===== src/core/ash_pkg.sv =====
/*
 constants and carrier types for the converter read host.
 assumes a 200 MHz core clock; the serial clock is divided from it.
*/
// How it works
// - mode 0 reads each result as one 16-clock gated burst.
// - data is captured on falling serial clock edges only.
// - mode 1 reads each 16-bit word in a frame of its own.
// - an 8-clock mode 1 frame puts the converter into power-down.
// - mode 1 select is active low, asserted once per word.
// - in mode 1 one strobe both selects the converter and starts capture.
// - mode 1 clock idles high, first edge falling, sampled there.
// - the frame strobe leads the first clock by two clock halves.
// - frame starts come from a fixed-interval timer or a start request.
// - the interval is whole clock periods, starts on one phase.
// - mode 0 burst starts a fixed wait after conversion start.
// - after power-down the first mode 1 frame is a dummy, then wake time is spent.
`default_nettype none

package ash_pkg;
	localparam int unsigned CLK_MHZ        = 200;
	localparam int unsigned CONV_WAIT_NS   = 3300;
	localparam int unsigned CONV_WAIT_CYC  =
		(CONV_WAIT_NS * CLK_MHZ + 999) / 1000;
	localparam int unsigned WAKE_NS        = 4330;
	localparam int unsigned WAKE_CYC       =
		(WAKE_NS * CLK_MHZ + 999) / 1000;
	localparam int unsigned CONVERSION_START_N_LOW_CYC = 4;
	localparam int unsigned SCLK_HALF_CYC  = 10;
	localparam int unsigned SYNC_STAGES    = 2;
	localparam int unsigned WORD_BITS      = 16;
	localparam int unsigned PD_BITS        = 8;
	localparam int unsigned RESULT_BITS    = 12;
	localparam int unsigned BUF_DEPTH      = 2;
	localparam int unsigned INTERVAL_W     = 16;

	typedef enum logic {ASH_MODE0, ASH_MODE1} ash_mode_t;

	typedef struct packed {
		logic conversionStartN;
		logic csN;
		logic sclk;
	} ash_pins_t;

	typedef struct packed {
		logic                   mode1;
		logic [RESULT_BITS-1:0] value;
	} ash_sample_t;
endpackage

`default_nettype wire


===== src/core/ash_host.sv =====
/*
 host controller that starts conversions, drives select and a
 divided serial clock, captures the word and buffers the samples.
 assumes the converter pins are wired directly; serial_out is async.
*/
`timescale 1ns/100ps
`default_nettype none

module ash_host #(
	parameter int unsigned HALF_CYC = ash_pkg::SCLK_HALF_CYC,
	parameter int unsigned DEPTH    = ash_pkg::BUF_DEPTH
) (
	input  wire logic                          core_clk,
	input  wire logic                          resetn,
	input  wire ash_pkg::ash_mode_t            modeSel,
	input  wire logic                          runEn,
	input  wire logic [ash_pkg::INTERVAL_W-1:0] intervalSclk,
	input  wire logic                          startReq,
	input  wire logic                          powerDownReq,
	input  wire logic                          serial_out,
	input  wire logic                          sampleReady,
	output var  ash_pkg::ash_pins_t            pins,
	output var  ash_pkg::ash_sample_t          sample,
	output logic                               sampleValid,
	output logic                               busy,
	output logic                               asleep
);
	import ash_pkg::*;

	localparam int unsigned HW = $clog2(HALF_CYC + 1);
	localparam int unsigned CW = $clog2(DEPTH + 1);
	localparam int unsigned WW = $clog2(WAKE_CYC + CONV_WAIT_CYC + 1);

	// the last capture must land inside one clock half
	if (HALF_CYC <= SYNC_STAGES + 1)
	begin : g_badHalf
		$error("clock half too short for the input synchroniser");
	end
	if (DEPTH < 2)
	begin : g_badDepth
		$error("buffer needs at least two entries");
	end

	typedef enum logic [2:0] {
		IDLE, CONV, ARM, SHIFT, DRAIN, GAP, WAKE
	} ash_state_t;

	ash_state_t              state_q;
	ash_mode_t               mode_q;
	logic [HW-1:0]           halfCnt_q;
	logic                    phase_q;
	logic [INTERVAL_W-1:0]   perCnt_q;
	logic                    pend_q;
	logic                    pdPend_q;
	logic                    pdFrame_q;
	logic                    dummy_q;
	logic [WW-1:0]           waitCnt_q;
	logic [4:0]              fallsLeft_q;
	logic [SYNC_STAGES-1:0]  capPipe_q;
	logic                    sdMeta_q;
	logic                    sdSync_q;
	logic [WORD_BITS-1:0]    shift_q;
	ash_sample_t             mem_q [DEPTH];
	logic [CW-1:0]           cnt_q;

	logic halfTick;
	logic periodTick;
	logic fallNow;
	logic push;
	logic pop;
	logic startNow;

	assign halfTick   = halfCnt_q == HW'(HALF_CYC - 1);
	assign periodTick = halfTick && phase_q;
	assign fallNow    = state_q == SHIFT && halfTick && pins.sclk;
	assign push       = state_q == DRAIN && capPipe_q == '0
		&& !pdFrame_q && !dummy_q;
	assign pop        = sampleValid && sampleReady;
	// one frame in flight at a time, so a free slot now is free at the end
	assign startNow   = state_q == IDLE && periodTick && pend_q
		&& cnt_q != CW'(DEPTH);

	////////////////////////////////////////////////////////////////////
	// free-running divider: every frame starts on the same clock phase

	always_ff @(posedge core_clk or negedge resetn)
	begin
		if (!resetn)
		begin
			halfCnt_q <= '0;
			phase_q   <= 1'b0;
		end
		else if (halfTick)
		begin
			halfCnt_q <= '0;
			phase_q   <= !phase_q;
		end
		else
			halfCnt_q <= halfCnt_q + HW'(1);
	end

	always_ff @(posedge core_clk or negedge resetn)
	begin
		if (!resetn)
		begin
			perCnt_q <= '0;
			pend_q   <= 1'b0;
		end
		else
		begin
			if (periodTick)
				perCnt_q <= (perCnt_q + 1'b1 >= intervalSclk) ?
					'0 : perCnt_q + 1'b1;
			// a trigger landing with the start is kept, not lost
			if ((periodTick && runEn && perCnt_q == '0) || startReq)
				pend_q <= 1'b1;
			else if (startNow)
				pend_q <= 1'b0;
		end
	end

	////////////////////////////////////////////////////////////////////
	// frame sequencer

	always_ff @(posedge core_clk or negedge resetn)
	begin
		if (!resetn)
		begin
			state_q     <= IDLE;
			mode_q      <= ASH_MODE0;
			pins        <= '{conversionStartN: 1'b1, csN: 1'b1, sclk: 1'b0};
			waitCnt_q   <= '0;
			fallsLeft_q <= '0;
			pdFrame_q   <= 1'b0;
			dummy_q     <= 1'b0;
			asleep      <= 1'b0;
			pdPend_q    <= 1'b0;
		end
		else
		begin
			if (powerDownReq)
				pdPend_q <= 1'b1;
			case (state_q)
				IDLE:
				begin
					pins.sclk <= modeSel == ASH_MODE1;
					pins.csN  <= 1'b1;
					if (startNow)
					begin
						mode_q <= modeSel;
						if (modeSel == ASH_MODE0)
						begin
							pins.conversionStartN <= 1'b0;
							waitCnt_q <= WW'(CONV_WAIT_CYC - 1);
							state_q   <= CONV;
						end
						else
						begin
							pins.csN <= 1'b0;
							pdFrame_q <= pdPend_q && !asleep;
							// a request landing with the start is kept
							pdPend_q  <= powerDownReq;
							dummy_q   <= asleep;
							state_q   <= ARM;
						end
					end
				end
				CONV:
				begin
					waitCnt_q <= waitCnt_q - WW'(1);
					if (waitCnt_q ==
						WW'(CONV_WAIT_CYC - CONVERSION_START_N_LOW_CYC))
						pins.conversionStartN <= 1'b1;
					if (waitCnt_q == '0)
						state_q <= ARM;
				end
				ARM:
					if (halfTick)
					begin
						fallsLeft_q <= pdFrame_q ? 5'(PD_BITS)
							: 5'(WORD_BITS);
						state_q <= SHIFT;
					end
				SHIFT:
					if (halfTick)
					begin
						pins.sclk <= !pins.sclk;
						if (pins.sclk)
						begin
							fallsLeft_q <= fallsLeft_q - 5'd1;
							// mode 0 parks low after the last fall
							if (fallsLeft_q == 5'd1 && mode_q == ASH_MODE0)
								state_q <= DRAIN;
						end
						else if (fallsLeft_q == '0)
							state_q <= DRAIN;
					end
				DRAIN:
					if (capPipe_q == '0)
					begin
						pins.csN <= 1'b1;
						if (pdFrame_q)
							asleep <= 1'b1;
						state_q <= GAP;
					end
				GAP:
					if (halfTick)
					begin
						pdFrame_q <= 1'b0;
						dummy_q   <= 1'b0;
						if (dummy_q)
						begin
							asleep    <= 1'b0;
							waitCnt_q <= WW'(WAKE_CYC - 1);
							state_q   <= WAKE;
						end
						else
							state_q <= IDLE;
					end
				WAKE:
				begin
					waitCnt_q <= waitCnt_q - WW'(1);
					if (waitCnt_q == '0)
						state_q <= IDLE;
				end
				default:
					state_q <= IDLE;
			endcase
		end
	end

	always_ff @(posedge core_clk or negedge resetn)
	begin
		if (!resetn)
			busy <= 1'b0;
		else
			busy <= state_q != IDLE || startNow;
	end

	////////////////////////////////////////////////////////////////////
	// capture: the synchronised data lags the pin by two cycles

	always_ff @(posedge core_clk or negedge resetn)
	begin
		if (!resetn)
		begin
			sdMeta_q  <= 1'b0;
			sdSync_q  <= 1'b0;
			capPipe_q <= '0;
			shift_q   <= '0;
		end
		else
		begin
			sdMeta_q  <= serial_out;
			sdSync_q  <= sdMeta_q;
			capPipe_q <= {capPipe_q[SYNC_STAGES-2:0], fallNow};
			if (capPipe_q[SYNC_STAGES-1])
				shift_q <= {shift_q[WORD_BITS-2:0], sdSync_q};
		end
	end

	////////////////////////////////////////////////////////////////////
	// output buffer; head entry drives the sample port directly

	always_ff @(posedge core_clk or negedge resetn)
	begin
		if (!resetn)
		begin
			cnt_q       <= '0;
			sampleValid <= 1'b0;
		end
		else
		begin
			cnt_q       <= cnt_q + CW'(push) - CW'(pop);
			sampleValid <= (cnt_q + CW'(push) - CW'(pop)) != '0;
		end
	end

	always_ff @(posedge core_clk or negedge resetn)
	begin
		if (!resetn)
			for (int i = 0; i < DEPTH; i++)
				mem_q[i] <= '0;
		else
			for (int i = 0; i < DEPTH; i++)
				if (pop)
				begin
					if (push && CW'(i + 1) == cnt_q)
						mem_q[i] <= '{mode1: mode_q == ASH_MODE1,
							value: shift_q[RESULT_BITS-1:0]};
					else if (i < DEPTH - 1)
						mem_q[i] <= mem_q[(i + 1) % DEPTH];
				end
				else if (push && CW'(i) == cnt_q)
					mem_q[i] <= '{mode1: mode_q == ASH_MODE1,
						value: shift_q[RESULT_BITS-1:0]};
	end

	assign sample = mem_q[0];

	////////////////////////////////////////////////////////////////////
	// checks

	logic [4:0]  fallCnt_q;
	logic [WW-1:0] sinceConv_q;

	always_ff @(posedge core_clk or negedge resetn)
	begin
		if (!resetn)
		begin
			fallCnt_q   <= '0;
			sinceConv_q <= '0;
		end
		else
		begin
			fallCnt_q <= state_q == ARM ? '0 : fallCnt_q + 5'(fallNow);
			sinceConv_q <= state_q == IDLE ? '0 : sinceConv_q + WW'(1);
		end
	end
endmodule // ash_host

`default_nettype wire


===== config.mk =====
export PLATFORM = sky130hd
export DESIGN_NAME = ash_host
export DESIGN_NICKNAME = d
export VERILOG_FILES = /design/src/core/ash_pkg.sv /design/src/core/ash_host.sv
export SDC_FILE = /design/constraint.sdc
export NUM_CORES = 1
export LEC_CHECK = 0
export ABC_AREA = 1
export BUFFER_PORTS_ARGS = -buffer_cell sky130_fd_sc_hd__clkbuf_2
export CAP_MARGIN = 10
export CORE_AREA = 2 2 74 147
export DETAILED_ROUTE_END_ITERATION = 10
export DIE_AREA = 0 0 76 149
export HOLD_SLACK_MARGIN = 0.06
export PLACE_DENSITY = 0.83
export SYNTH_ARGS = -nofsm -noshare
export SYNTH_HDL_FRONTEND = slang
export SYNTH_SLANG_ARGS = --single-unit

===== constraint.sdc =====
create_clock -name core_clk -period 2.7 [get_ports core_clk]
set_input_delay 0.27 -clock core_clk [delete_from_list [all_inputs] [get_ports core_clk]]
set_output_delay 0.27 -clock core_clk [all_outputs]
set_load 0.1 [all_outputs]

Yosys cells after proc, flatten, opt, wreduce, memory -nomap -nowiden
Index checks and enable logic that the tools add are counted.
{ "word_totals": {"elab_cells": 170, "reg_bits": 95, "inputBits": 24} }
{ "op_classes": {"n_addsub": 6, "reduce_logical": 51, "muxes": 57, "magnitude_cmp": 1, "bitwise": 1, "eq_ne": 28} }
{ "op_table": {"columns": ["op", "n"], "rows": [
  ["2-to-1 mux 13 bit", 5],
  ["2-to-1 mux 11 bit", 4],
  ["2-to-1 mux 3 bit", 11],
  ["one-hot mux 11 bit (3 select lines)", 1],
  ["inequality test 2 bit (second input constant)", 13],
  ["one-hot mux 3 bit (7 select lines)", 1],
  ["2-to-1 mux 1 bit", 20],
  ["2-to-1 mux 5 bit", 4],
  ["nonzero test 2 bit", 9],
  ["logical AND 1 bit", 17],
  ["adder 16 x 1 -> 16 bit (second input constant)", 1],
  [">= comparator 16 bit", 1],
  ["zero test 16 bit", 1],
  ["2-to-1 mux 16 bit", 1],
  ["one-hot mux 1 bit (2 select lines)", 6],
  ["AND reduction 4 bit", 3],
  ["== test 11 x 10 -> 1 bit (second input constant)", 1],
  ["zero test 11 bit", 1],
  ["subtractor 11 x 1 -> 11 bit (second input constant)", 1],
  ["one-hot mux 5 bit (2 select lines)", 1],
  ["AND reduction 5 bit", 2],
  ["== test 3 bit (second input constant)", 3],
  ["AND reduction 9 bit", 1],
  ["== test 3 x 2 -> 1 bit (second input constant)", 2],
  ["other kinds (22)", 34]
]} }

Depth between registers and ports, before layout
Gate-level depths: netlist of run 1.
{ "logic_depth": {"word_depth": 7, "depth_mapped": 17, "ltp_nobuf": 15} }

Worst setup path before layout of run 1
Ideal clock, no wire load.
{ "synth_timing": {"path_type": "flip-flop to flip-flop", "from": "register sampleValid", "to": "register sampleValid", "path_stages_with_launch": 10, "arrival_ps": 2311, "slack_ps": 262, "setup_time_ps": 127, "path_cell_list": "dfrtp_1 nand2_1 inv_1 buf_2 ha_1 inv_1 ha_1 xnor2_1 xnor2_1 or2_2"} }
{ "synth_between": {"elab_chain_len": 3} }
{ "synth_lines": {"columns": ["element", "line_no", "source"], "rows": [
  ["from (decl)", "ash_host.sv:24", "output logic sampleValid,"],
  ["from (signal assigned)", "ash_host.sv:270", "sampleValid <= 1'b0;"],
  ["from (signal assigned)", "ash_host.sv:275", "sampleValid <= (cnt_q + CW'(push) - CW'(pop)) != '0;"],
  ["logical AND 1 bit", "ash_host.sv:78", "assign pop = sampleValid && sampleReady;"],
  ["subtractor 2 x 1 -> 2 bit", "ash_host.sv:275", null],
  ["nonzero test 2 bit", "ash_host.sv:275", null]
]} }
Every way passes these cells.
A chain may end at the register's enable or synchronous reset.

Worst setup path after layout of run 1
{ "layout_timing": {"from": "register perCnt_q[0]", "to": "register perCnt_q[11]"} }
{ "layout_between": {"elab_chain_len": 3} }
{ "layout_lines": {"columns": ["element", "line_no", "source"], "rows": [
  ["from (decl)", "ash_host.sv:52", "logic [INTERVAL_W-1:0] perCnt_q;"],
  ["from (signal assigned)", "ash_host.sv:112", "perCnt_q <= (perCnt_q + 1'b1 >= intervalSclk) ?"],
  ["adder 16 x 1 -> 16 bit *", "ash_host.sv:112, ash_host.sv:113", null],
  [">= comparator 16 bit", "ash_host.sv:112", null],
  ["2-to-1 mux 16 bit *", "ash_host.sv:112", null]
]} }
Every way passes the cells marked *; elsewhere a longest branch is shown, timed or not.

==> reports/qor.log, run 1 <==
INFO  logic_synthesis synth.top_cells.by_area=dfrtp_1 39%, nand2_1 13%, nand3_1 12%
INFO  routing        dr.first_iter.drc_count=501
INFO  grt            grt_use_met1=0.336
INFO  logic_synthesis synthesis.area_per_instance=7.28µm²
INFO  timing         worst_clock_skew=6.05ps
INFO  timing         slew_viols_final=0
INFO  grt            grt_first_pass_wirelength=23500µm
INFO  die            rows=53
INFO  logic_synthesis postSynthRegisterBits=95
INFO  min_path       worst_hold_path_type=in2reg
INFO  timing         final.min_clock_period=2470ps
INFO  worst_setup_path cp_endpoint=perCnt_q[11]
INFO  worst_setup_path launch_point_of_the_worst_reg_to_reg_path=perCnt_q[0]
INFO  clocking       clockBufferDepth=2
INFO  power_and_ir_drop powerDensity=510nW/µm²
INFO  routing        drc=0
INFO  routing        viasPerCell=5.44
INFO  grt            grtUsageTotal=0.252
INFO  logic_synthesis yosys_warnings=0
INFO  logic_synthesis synth.net_count=871
INFO  logic_synthesis yosysTopAreaCellShare=0.389
INFO  die            effective_utilization_at_floorplan=0.582
INFO  worst_setup_path worst_setup_path_startpoint=perCnt_q[0]
INFO  die            die_h=149µm
INFO  placed_design  sum_of_net_half_perimeters_after_detailed_placement=9180µm
INFO  grt            most_utilized_layer_in_the_global_route_result=met2
INFO  die            core=10300µm²
INFO  worst_setup_path startpoint_type=register
INFO  clocking       cts-htree-levels=3
INFO  grt            globalRoute.totalOverflow=0
INFO  timing         layout_setup_ws=229ps
INFO  routing        route.vias.total=5391
INFO  placed_design  place_congestion=0.919
INFO  power_and_ir_drop power.static_leakage=0.00355µW
INFO  routing        per_cell_routed_wire_length=13.5µm
INFO  routing        routed_wl=13400µm
INFO  timing         worst-slew-pin-transition=721ps
INFO  worst_setup_path setup.worst_path.end_class=register
INFO  grt            grt_start_max_net_pins=57
INFO  logic_synthesis netlist.top_cell.by_area=dfrtp_1
INFO  routing        drt-pass1-iter-count=6
INFO  min_path       hold_depth=2
INFO  power_and_ir_drop worst_ir_drop_vdd=0.710mV
INFO  worst_setup_path cp.required=2930ps
INFO  layout         finalCoreUtilization=0.644
INFO  worst_setup_path r2r.worst_path.cells=15
INFO  timing         hold_violations=0
INFO  timing         post-route-period-util=0.915
INFO  clocking       cts_buffers=9
INFO  clocking       clk_pin_slew_worst_paths=70ps
INFO  die            dieWidth=76µm
INFO  clocking       tritoncts=done
INFO  worst_setup_path worst-setup-path-type=reg2reg
INFO  grt            grt_util_met3=0.0266
INFO  clocking       cts_root_buf=clkbuf_16
INFO  timing         timing.fmax=405MHz
INFO  timing         setup_violations=0
INFO  layout         synthToLayoutAreaGrowth=10.5%
INFO  routing        ant_nets=0
INFO  worst_setup_path reg2reg_setup_slack=230ps
INFO  grt            grtUsageMet2=0.433
INFO  timing         setup_total_negative_slack=0ps
INFO  worst_setup_path cp_data_arrival_time=2700ps
INFO  grt            grt_pass1_vias=5149
INFO  layout         mostFrequentLayoutCell=nand2_1
INFO  flow_run       timing.max_cap.violations=0
INFO  placed_design  buffer_ports.inserted=42
INFO  run_status     status=finished clean
INFO  logic_synthesis yosysUniqueCellTypes=33
INFO  layout         layout.cells.most_common_list=202 x nand2_1, 142 x nand3_1, 116 x inv_1
INFO  logic_synthesis synth_area=5990µm²
INFO  timing         hold-worst-slack=111ps
INFO  logic_synthesis syn-instance-count=822
INFO  clocking       tritoncts_num_sinks=95
INFO  layout         nNetsFinal=899
INFO  die            die_area=11300µm²
INFO  grt            grt_antenna_before_repair=0
INFO  layout         antenna_cells_inserted=0
INFO  clocking       clock_insertion_delay_worst_skew=340ps
INFO  timing         slew_hr=0.519
INFO  die            num_io_pins=43
INFO  placed_design  place_worst_setup_slack=113ps
INFO  logic_synthesis post_synthesis_sequential_area_ratio=0.398
INFO  layout         drive_above_1_share=0.130
INFO  worst_setup_path path_max_fanout=7
INFO  timing         grt_setup_unrepaired=false
INFO  worst_setup_path endpoint_of_the_lowest_slack_register_to_register_path=perCnt_q[11]
-- cell type report --
class | instances | area (µm²)
fill | 897 | 3660
multi-input combinational | 567 | 2930
tap | 137 | 171
sequential | 95 | 2380
timing repair buffer | 56 | 335
clock buffer | 12 | 256
clock inverter | 3 | 90.1
inverter | 121 | 457
-- worst max-delay path, stage by stage, from the launching register on --
cell	delay (ps)
dfrtp_1	450
ha_1	240
nand3_1	180
nor2_2	180
nand4_1	100
nand2_1	80
inv_1	50
ha_1	280
nand2_1	50
inv_1	60
nand3_1	80
a21oi_1	230
nor2_4	60
buf_4	150
nand3_1	100
nand2_1	70
-- flip-flops by register name, summed over array words and instances, names as in the netlist, 2 cells and up --
signal / flops
capPipe_q: 2
waitCnt_q: 11
cnt_q: 2
perCnt_q: 16
shift_q: 12
state_q: 3
halfCnt_q: 4
pins: 3
mem_q: 13
fallsLeft_q: 5
sample: 13
-- kinds of logic after synthesis --
logic type                 Yosys count  synth area share
buffers and inverters              160             0.116
xor gates and xnor gates            10            0.0146
AOI/OAI and AO/OA                   51            0.0445
adders and majority gates           25            0.0523
DFF                                 95             0.398
and+or+nand+nor                    481             0.375
-- per-layer routing --
metal / part of all wire / routed length, µm / vias up
li1: - / - / 2708
met1: 0.44 / 5960 / 2505
met2: 0.49 / 6600 / 159
met3: 0.043 / 578 / 19
met4: 0.020 / 265 / 0
met5: 0 / 0 / -
-- Yosys cell counts, drive strengths merged --
library cell  instances
o22ai                 1
ha                   25
nand4                42
buf                  28
a21oi                11
nor4                  1
inv                 121
clkbuf               11
dfstp                 2
xnor2                 3
xor2                  7
o21bai                1
nor2                 62
nand3               146
nor3                  3
nand2               222
or2                   3
o31ai                 2
a21o                  1
nand3b                2
o21ai                35
dfrtp                93
-- stage by stage --
stage               power (µW)  area [µm²]  instances
floorplan                 1770        5990        822
global placement          1920        6220        972
detailed placement        1930        6220        972
CTS                       3400        6590        989
global route              3500        6620        991
finish                    3380        6620        991
-- worst min-delay path by stage --
stage                  from  slack (ps)  endpoint
6_report       powerDownReq         110  pdPend_q
2_1_floorplan        resetn         -30    asleep
5_1_grt        powerDownReq         130  pdPend_q
3_5_place_dp       sdMeta_q         350  sdSync_q
4_1_cts        powerDownReq         110  pdPend_q
3_3_place_gp       sdMeta_q         350  sdSync_q
-- repair_timing --
item / in CTS / in global routing
hold buffers: 2 / 0
resized for setup: 0 / 4
buffers inserted: 0 / 2
setup endpoints to repair: 0 / 16
hold endpoints to repair: 55 / 0
-- power breakdown --
group | total (µW) | switching, µW | internal [µW]
clock network | 1470 | 520 | 951
logic | 434 | 333 | 101
registers | 1470 | 19.8 | 1450
total | 3380 | 874 | 2500
(Power assumes the default switching activity.)
==> run 2: changes to the inputs <==
--- a/config.mk
+++ b/config.mk
@@ -10,5 +10,5 @@
 export CAP_MARGIN = 10
-export CORE_AREA = 2 2 74 147
+export CORE_AREA = 2 2 99 110
 export DETAILED_ROUTE_END_ITERATION = 10
-export DIE_AREA = 0 0 76 149
+export DIE_AREA = 0 0 101 112
 export HOLD_SLACK_MARGIN = 0.06
--- a/constraint.sdc
+++ b/constraint.sdc
@@ -3,2 +3,2 @@
 set_output_delay 0.27 -clock core_clk [all_outputs]
-set_load 0.1 [all_outputs]
+set_load 0.01 [all_outputs]
==> run 2 against run 1 <==
Against the previous run: combinational power is 10% lower; final area decreased by 1.0%; critical path depth is the same; cell count is 1.4% lower; setup slack better by 33 ps; global-route usage is 0.70 points lower; sequential power is essentially flat; non-clock buffer count fell by 1; hold slack got worse by 9.9 ps; fmax is 1.3% higher; via count is 1.4% lower; clock power fell by 12%; critical endpoint is now perCnt_q[8].
==> reports/qor.log, run 2 (synthesis gave the netlist of run 1 again) <==
INFO  timing         setup_total_negative_slack=0ps
INFO  timing         timing.fmax=410MHz
INFO  timing         slew_hr=0.653
INFO  routing        routed-wl-met2=6360µm
INFO  die            num_io_pins=43
INFO  die            die_area=11300µm²
INFO  run_status     status=finished clean
INFO  grt            grt_first_pass_wirelength=22500µm
INFO  routing        route.vias.total=5315
INFO  routing        dr.first_iter.drc_count=409
INFO  placed_design  sum_of_net_half_perimeters_after_detailed_placement=9030µm
INFO  min_path       holdCritStartpoint=powerDownReq
INFO  clocking       cts-htree-levels=3
INFO  layout         flip_flop_count_of_the_largest_register_after_layout=16
INFO  power_and_ir_drop worst_ir_drop_vdd=0.272mV
INFO  worst_setup_path launch_point_of_the_worst_reg_to_reg_path=perCnt_q[0]
INFO  power_and_ir_drop power.static_leakage=0.00351µW
INFO  routing        viasPerCell=5.44
INFO  timing         hold_violations=0
INFO  layout         mostFrequentLayoutCell=nand2_1
INFO  worst_setup_path cp_data_arrival_time=2680ps
INFO  worst_setup_path worst-setup-path-type=reg2reg
INFO  worst_setup_path reg2reg_setup_slack=260ps
INFO  timing         final.min_clock_period=2440ps
INFO  grt            grt_pass1_vias=4955
INFO  layout         synthToLayoutAreaGrowth=9.39%
INFO  timing         setup_violations=0
INFO  die            rows=39
INFO  min_path       worst_hold_path_type=in2reg
INFO  clocking       tritoncts_num_sinks=95
INFO  grt            grt_start_max_net_pins=57
INFO  grt            globalRoute.totalOverflow=0
INFO  die            die_h=112µm
INFO  worst_setup_path cp.required=2940ps
INFO  grt            grt_antenna_before_repair=0
INFO  routing        drt-pass1-iter-count=5
INFO  clocking       clk_pin_slew_worst_paths=70ps
INFO  min_path       min_delay_worst_endpoint=pdPend_q
INFO  flow_run       timing.max_cap.violations=0
INFO  clocking       clock_insertion_delay_worst_skew=350ps
INFO  die            core=10200µm²
INFO  timing         worst_clock_skew=7.60ps
INFO  placed_design  place_congestion=0.944
INFO  clocking       cts_root_buf=clkbuf_16
INFO  worst_setup_path critical-path-max-stage-delay=470ps
INFO  worst_setup_path setup.worst_path.end_class=register
INFO  placed_design  buffer_ports.inserted=42
INFO  clocking       clockBufferDepth=2
INFO  routing        drc=0
INFO  worst_setup_path r2r.worst_path.cells=15
INFO  worst_setup_path path_max_fanout=7
INFO  worst_setup_path startpoint_type=register
INFO  routing        detailroute.wirelength.met3=471µm
INFO  worst_setup_path worst_setup_path_startpoint=perCnt_q[0]
INFO  routing        routedLengthMet1=5820µm
INFO  layout         drive_above_1_share=0.129
INFO  timing         grt_setup_unrepaired=false
INFO  die            effective_utilization_at_floorplan=0.584
INFO  routing        routed_wl=13000µm
INFO  die            dieWidth=101µm
INFO  grt            grtUsageTotal=0.245
INFO  timing         slew_viols_final=0
INFO  power_and_ir_drop powerDensity=481nW/µm²
INFO  clocking       cts_buffers=9
INFO  layout         finalCoreUtilization=0.639
INFO  layout         registers.top_by_ff_count=perCnt_q
INFO  routing        topRoutingLayerUsed=met4
INFO  routing        per_cell_routed_wire_length=13.3µm
INFO  layout         layout.cells.most_common_list=203 x nand2_1, 142 x nand3_1, 116 x inv_1
INFO  worst_setup_path endpoint_of_the_lowest_slack_register_to_register_path=perCnt_q[8]
INFO  layout         antenna_cells_inserted=0
INFO  clocking       tritoncts=done
INFO  layout         nNetsFinal=898
INFO  routing        ant_nets=0
INFO  timing         post-route-period-util=0.903
INFO  timing         worst-slew-pin-transition=521ps
INFO  worst_setup_path cell_by_cell_trace_of_the_critical_path=ha_1 -> nand3_1 -> nor2_2 -> nand4_1 -> nand2_1 -> inv_1 -> ha_1 -> nand2_1 -> inv_1 -> nand3_1 -> a21oi_1 -> nor2_4 -> buf_4 -> nand3_1 -> nand2_1
INFO  min_path       hold_depth=2
INFO  worst_setup_path cpMaxStageDelayCell=dfrtp_1
run 2: cell count changes in the layout (fill, tap and decap cells not counted), sizes merged:
cell / change
clkbuf: -1
clkinv: +2
inv: +1
clkinvlp: +1
buf: -1
bufinv: -2
run 2: how the worst max path moves through the flow:
stage	end	cells past startpoint	slack (ps)
6_report	perCnt_q[8]	15	260
5_1_grt	perCnt_q[15]	15	10
4_1_cts	perCnt_q[2]	15	190
3_5_place_dp	perCnt_q[2]	15	230
3_3_place_gp	perCnt_q[13]	14	330
2_1_floorplan	sampleValid	14	360
run 2: critical path, delay by kind of cell (launching register included):
kind / cells / cell delay [ps]
AOI/OAI and AO/OA: 1 / 220
adders and majority gates: 2 / 510
buffers and inverters: 3 / 260
DFF: 1 / 470
and+or+nand+nor: 9 / 840
run 2: report_power, final:
part	total [µW]	internal (µW)	switching, µW
combinational	389	100	288
sequential	1470	1450	21.2
clock	1290	743	544
total	3150	2290	854
run 2: repair_timing:
item,in CTS,in global routing
hold buffers,2,0
gates resized for setup,0,2
setup buffers,0,2
hold endpoints to repair,39,0
endpoints found under the setup margin,0,16
run 2: per-layer routing:
metal	track usage	vias up
met5	0	-
met4	0.100	0
met3	0.0251	25
met2	0.403	127
met1	0.331	2460
li1	-	2703
run 2: layout make-up:
class	count	area, µm²
multi-input combinational	567	2920
inverter	121	457
clock inverter	5	56.3
tap	123	154
clock buffer	11	243
fill	907	3700
sequential	95	2380
timing repair buffer	55	340
run 2: per-stage QoR:
step | power (µW) | cells | cell area (µm²) | setup WS [ps] | hold WS [ps]
5_1_grt | 3280 | 977 | 6550 | 11.9 | 118
4_1_cts | 3170 | 975 | 6510 | 185 | 99.1
3_5_place_dp | 1880 | 957 | 6190 | 228 | 287
6_report | 3150 | 977 | 6550 | 261 | 101
3_3_place_gp | 1880 | 957 | 6190 | 327 | 282
2_1_floorplan | 1730 | 822 | 5990 | 361 | -25.6
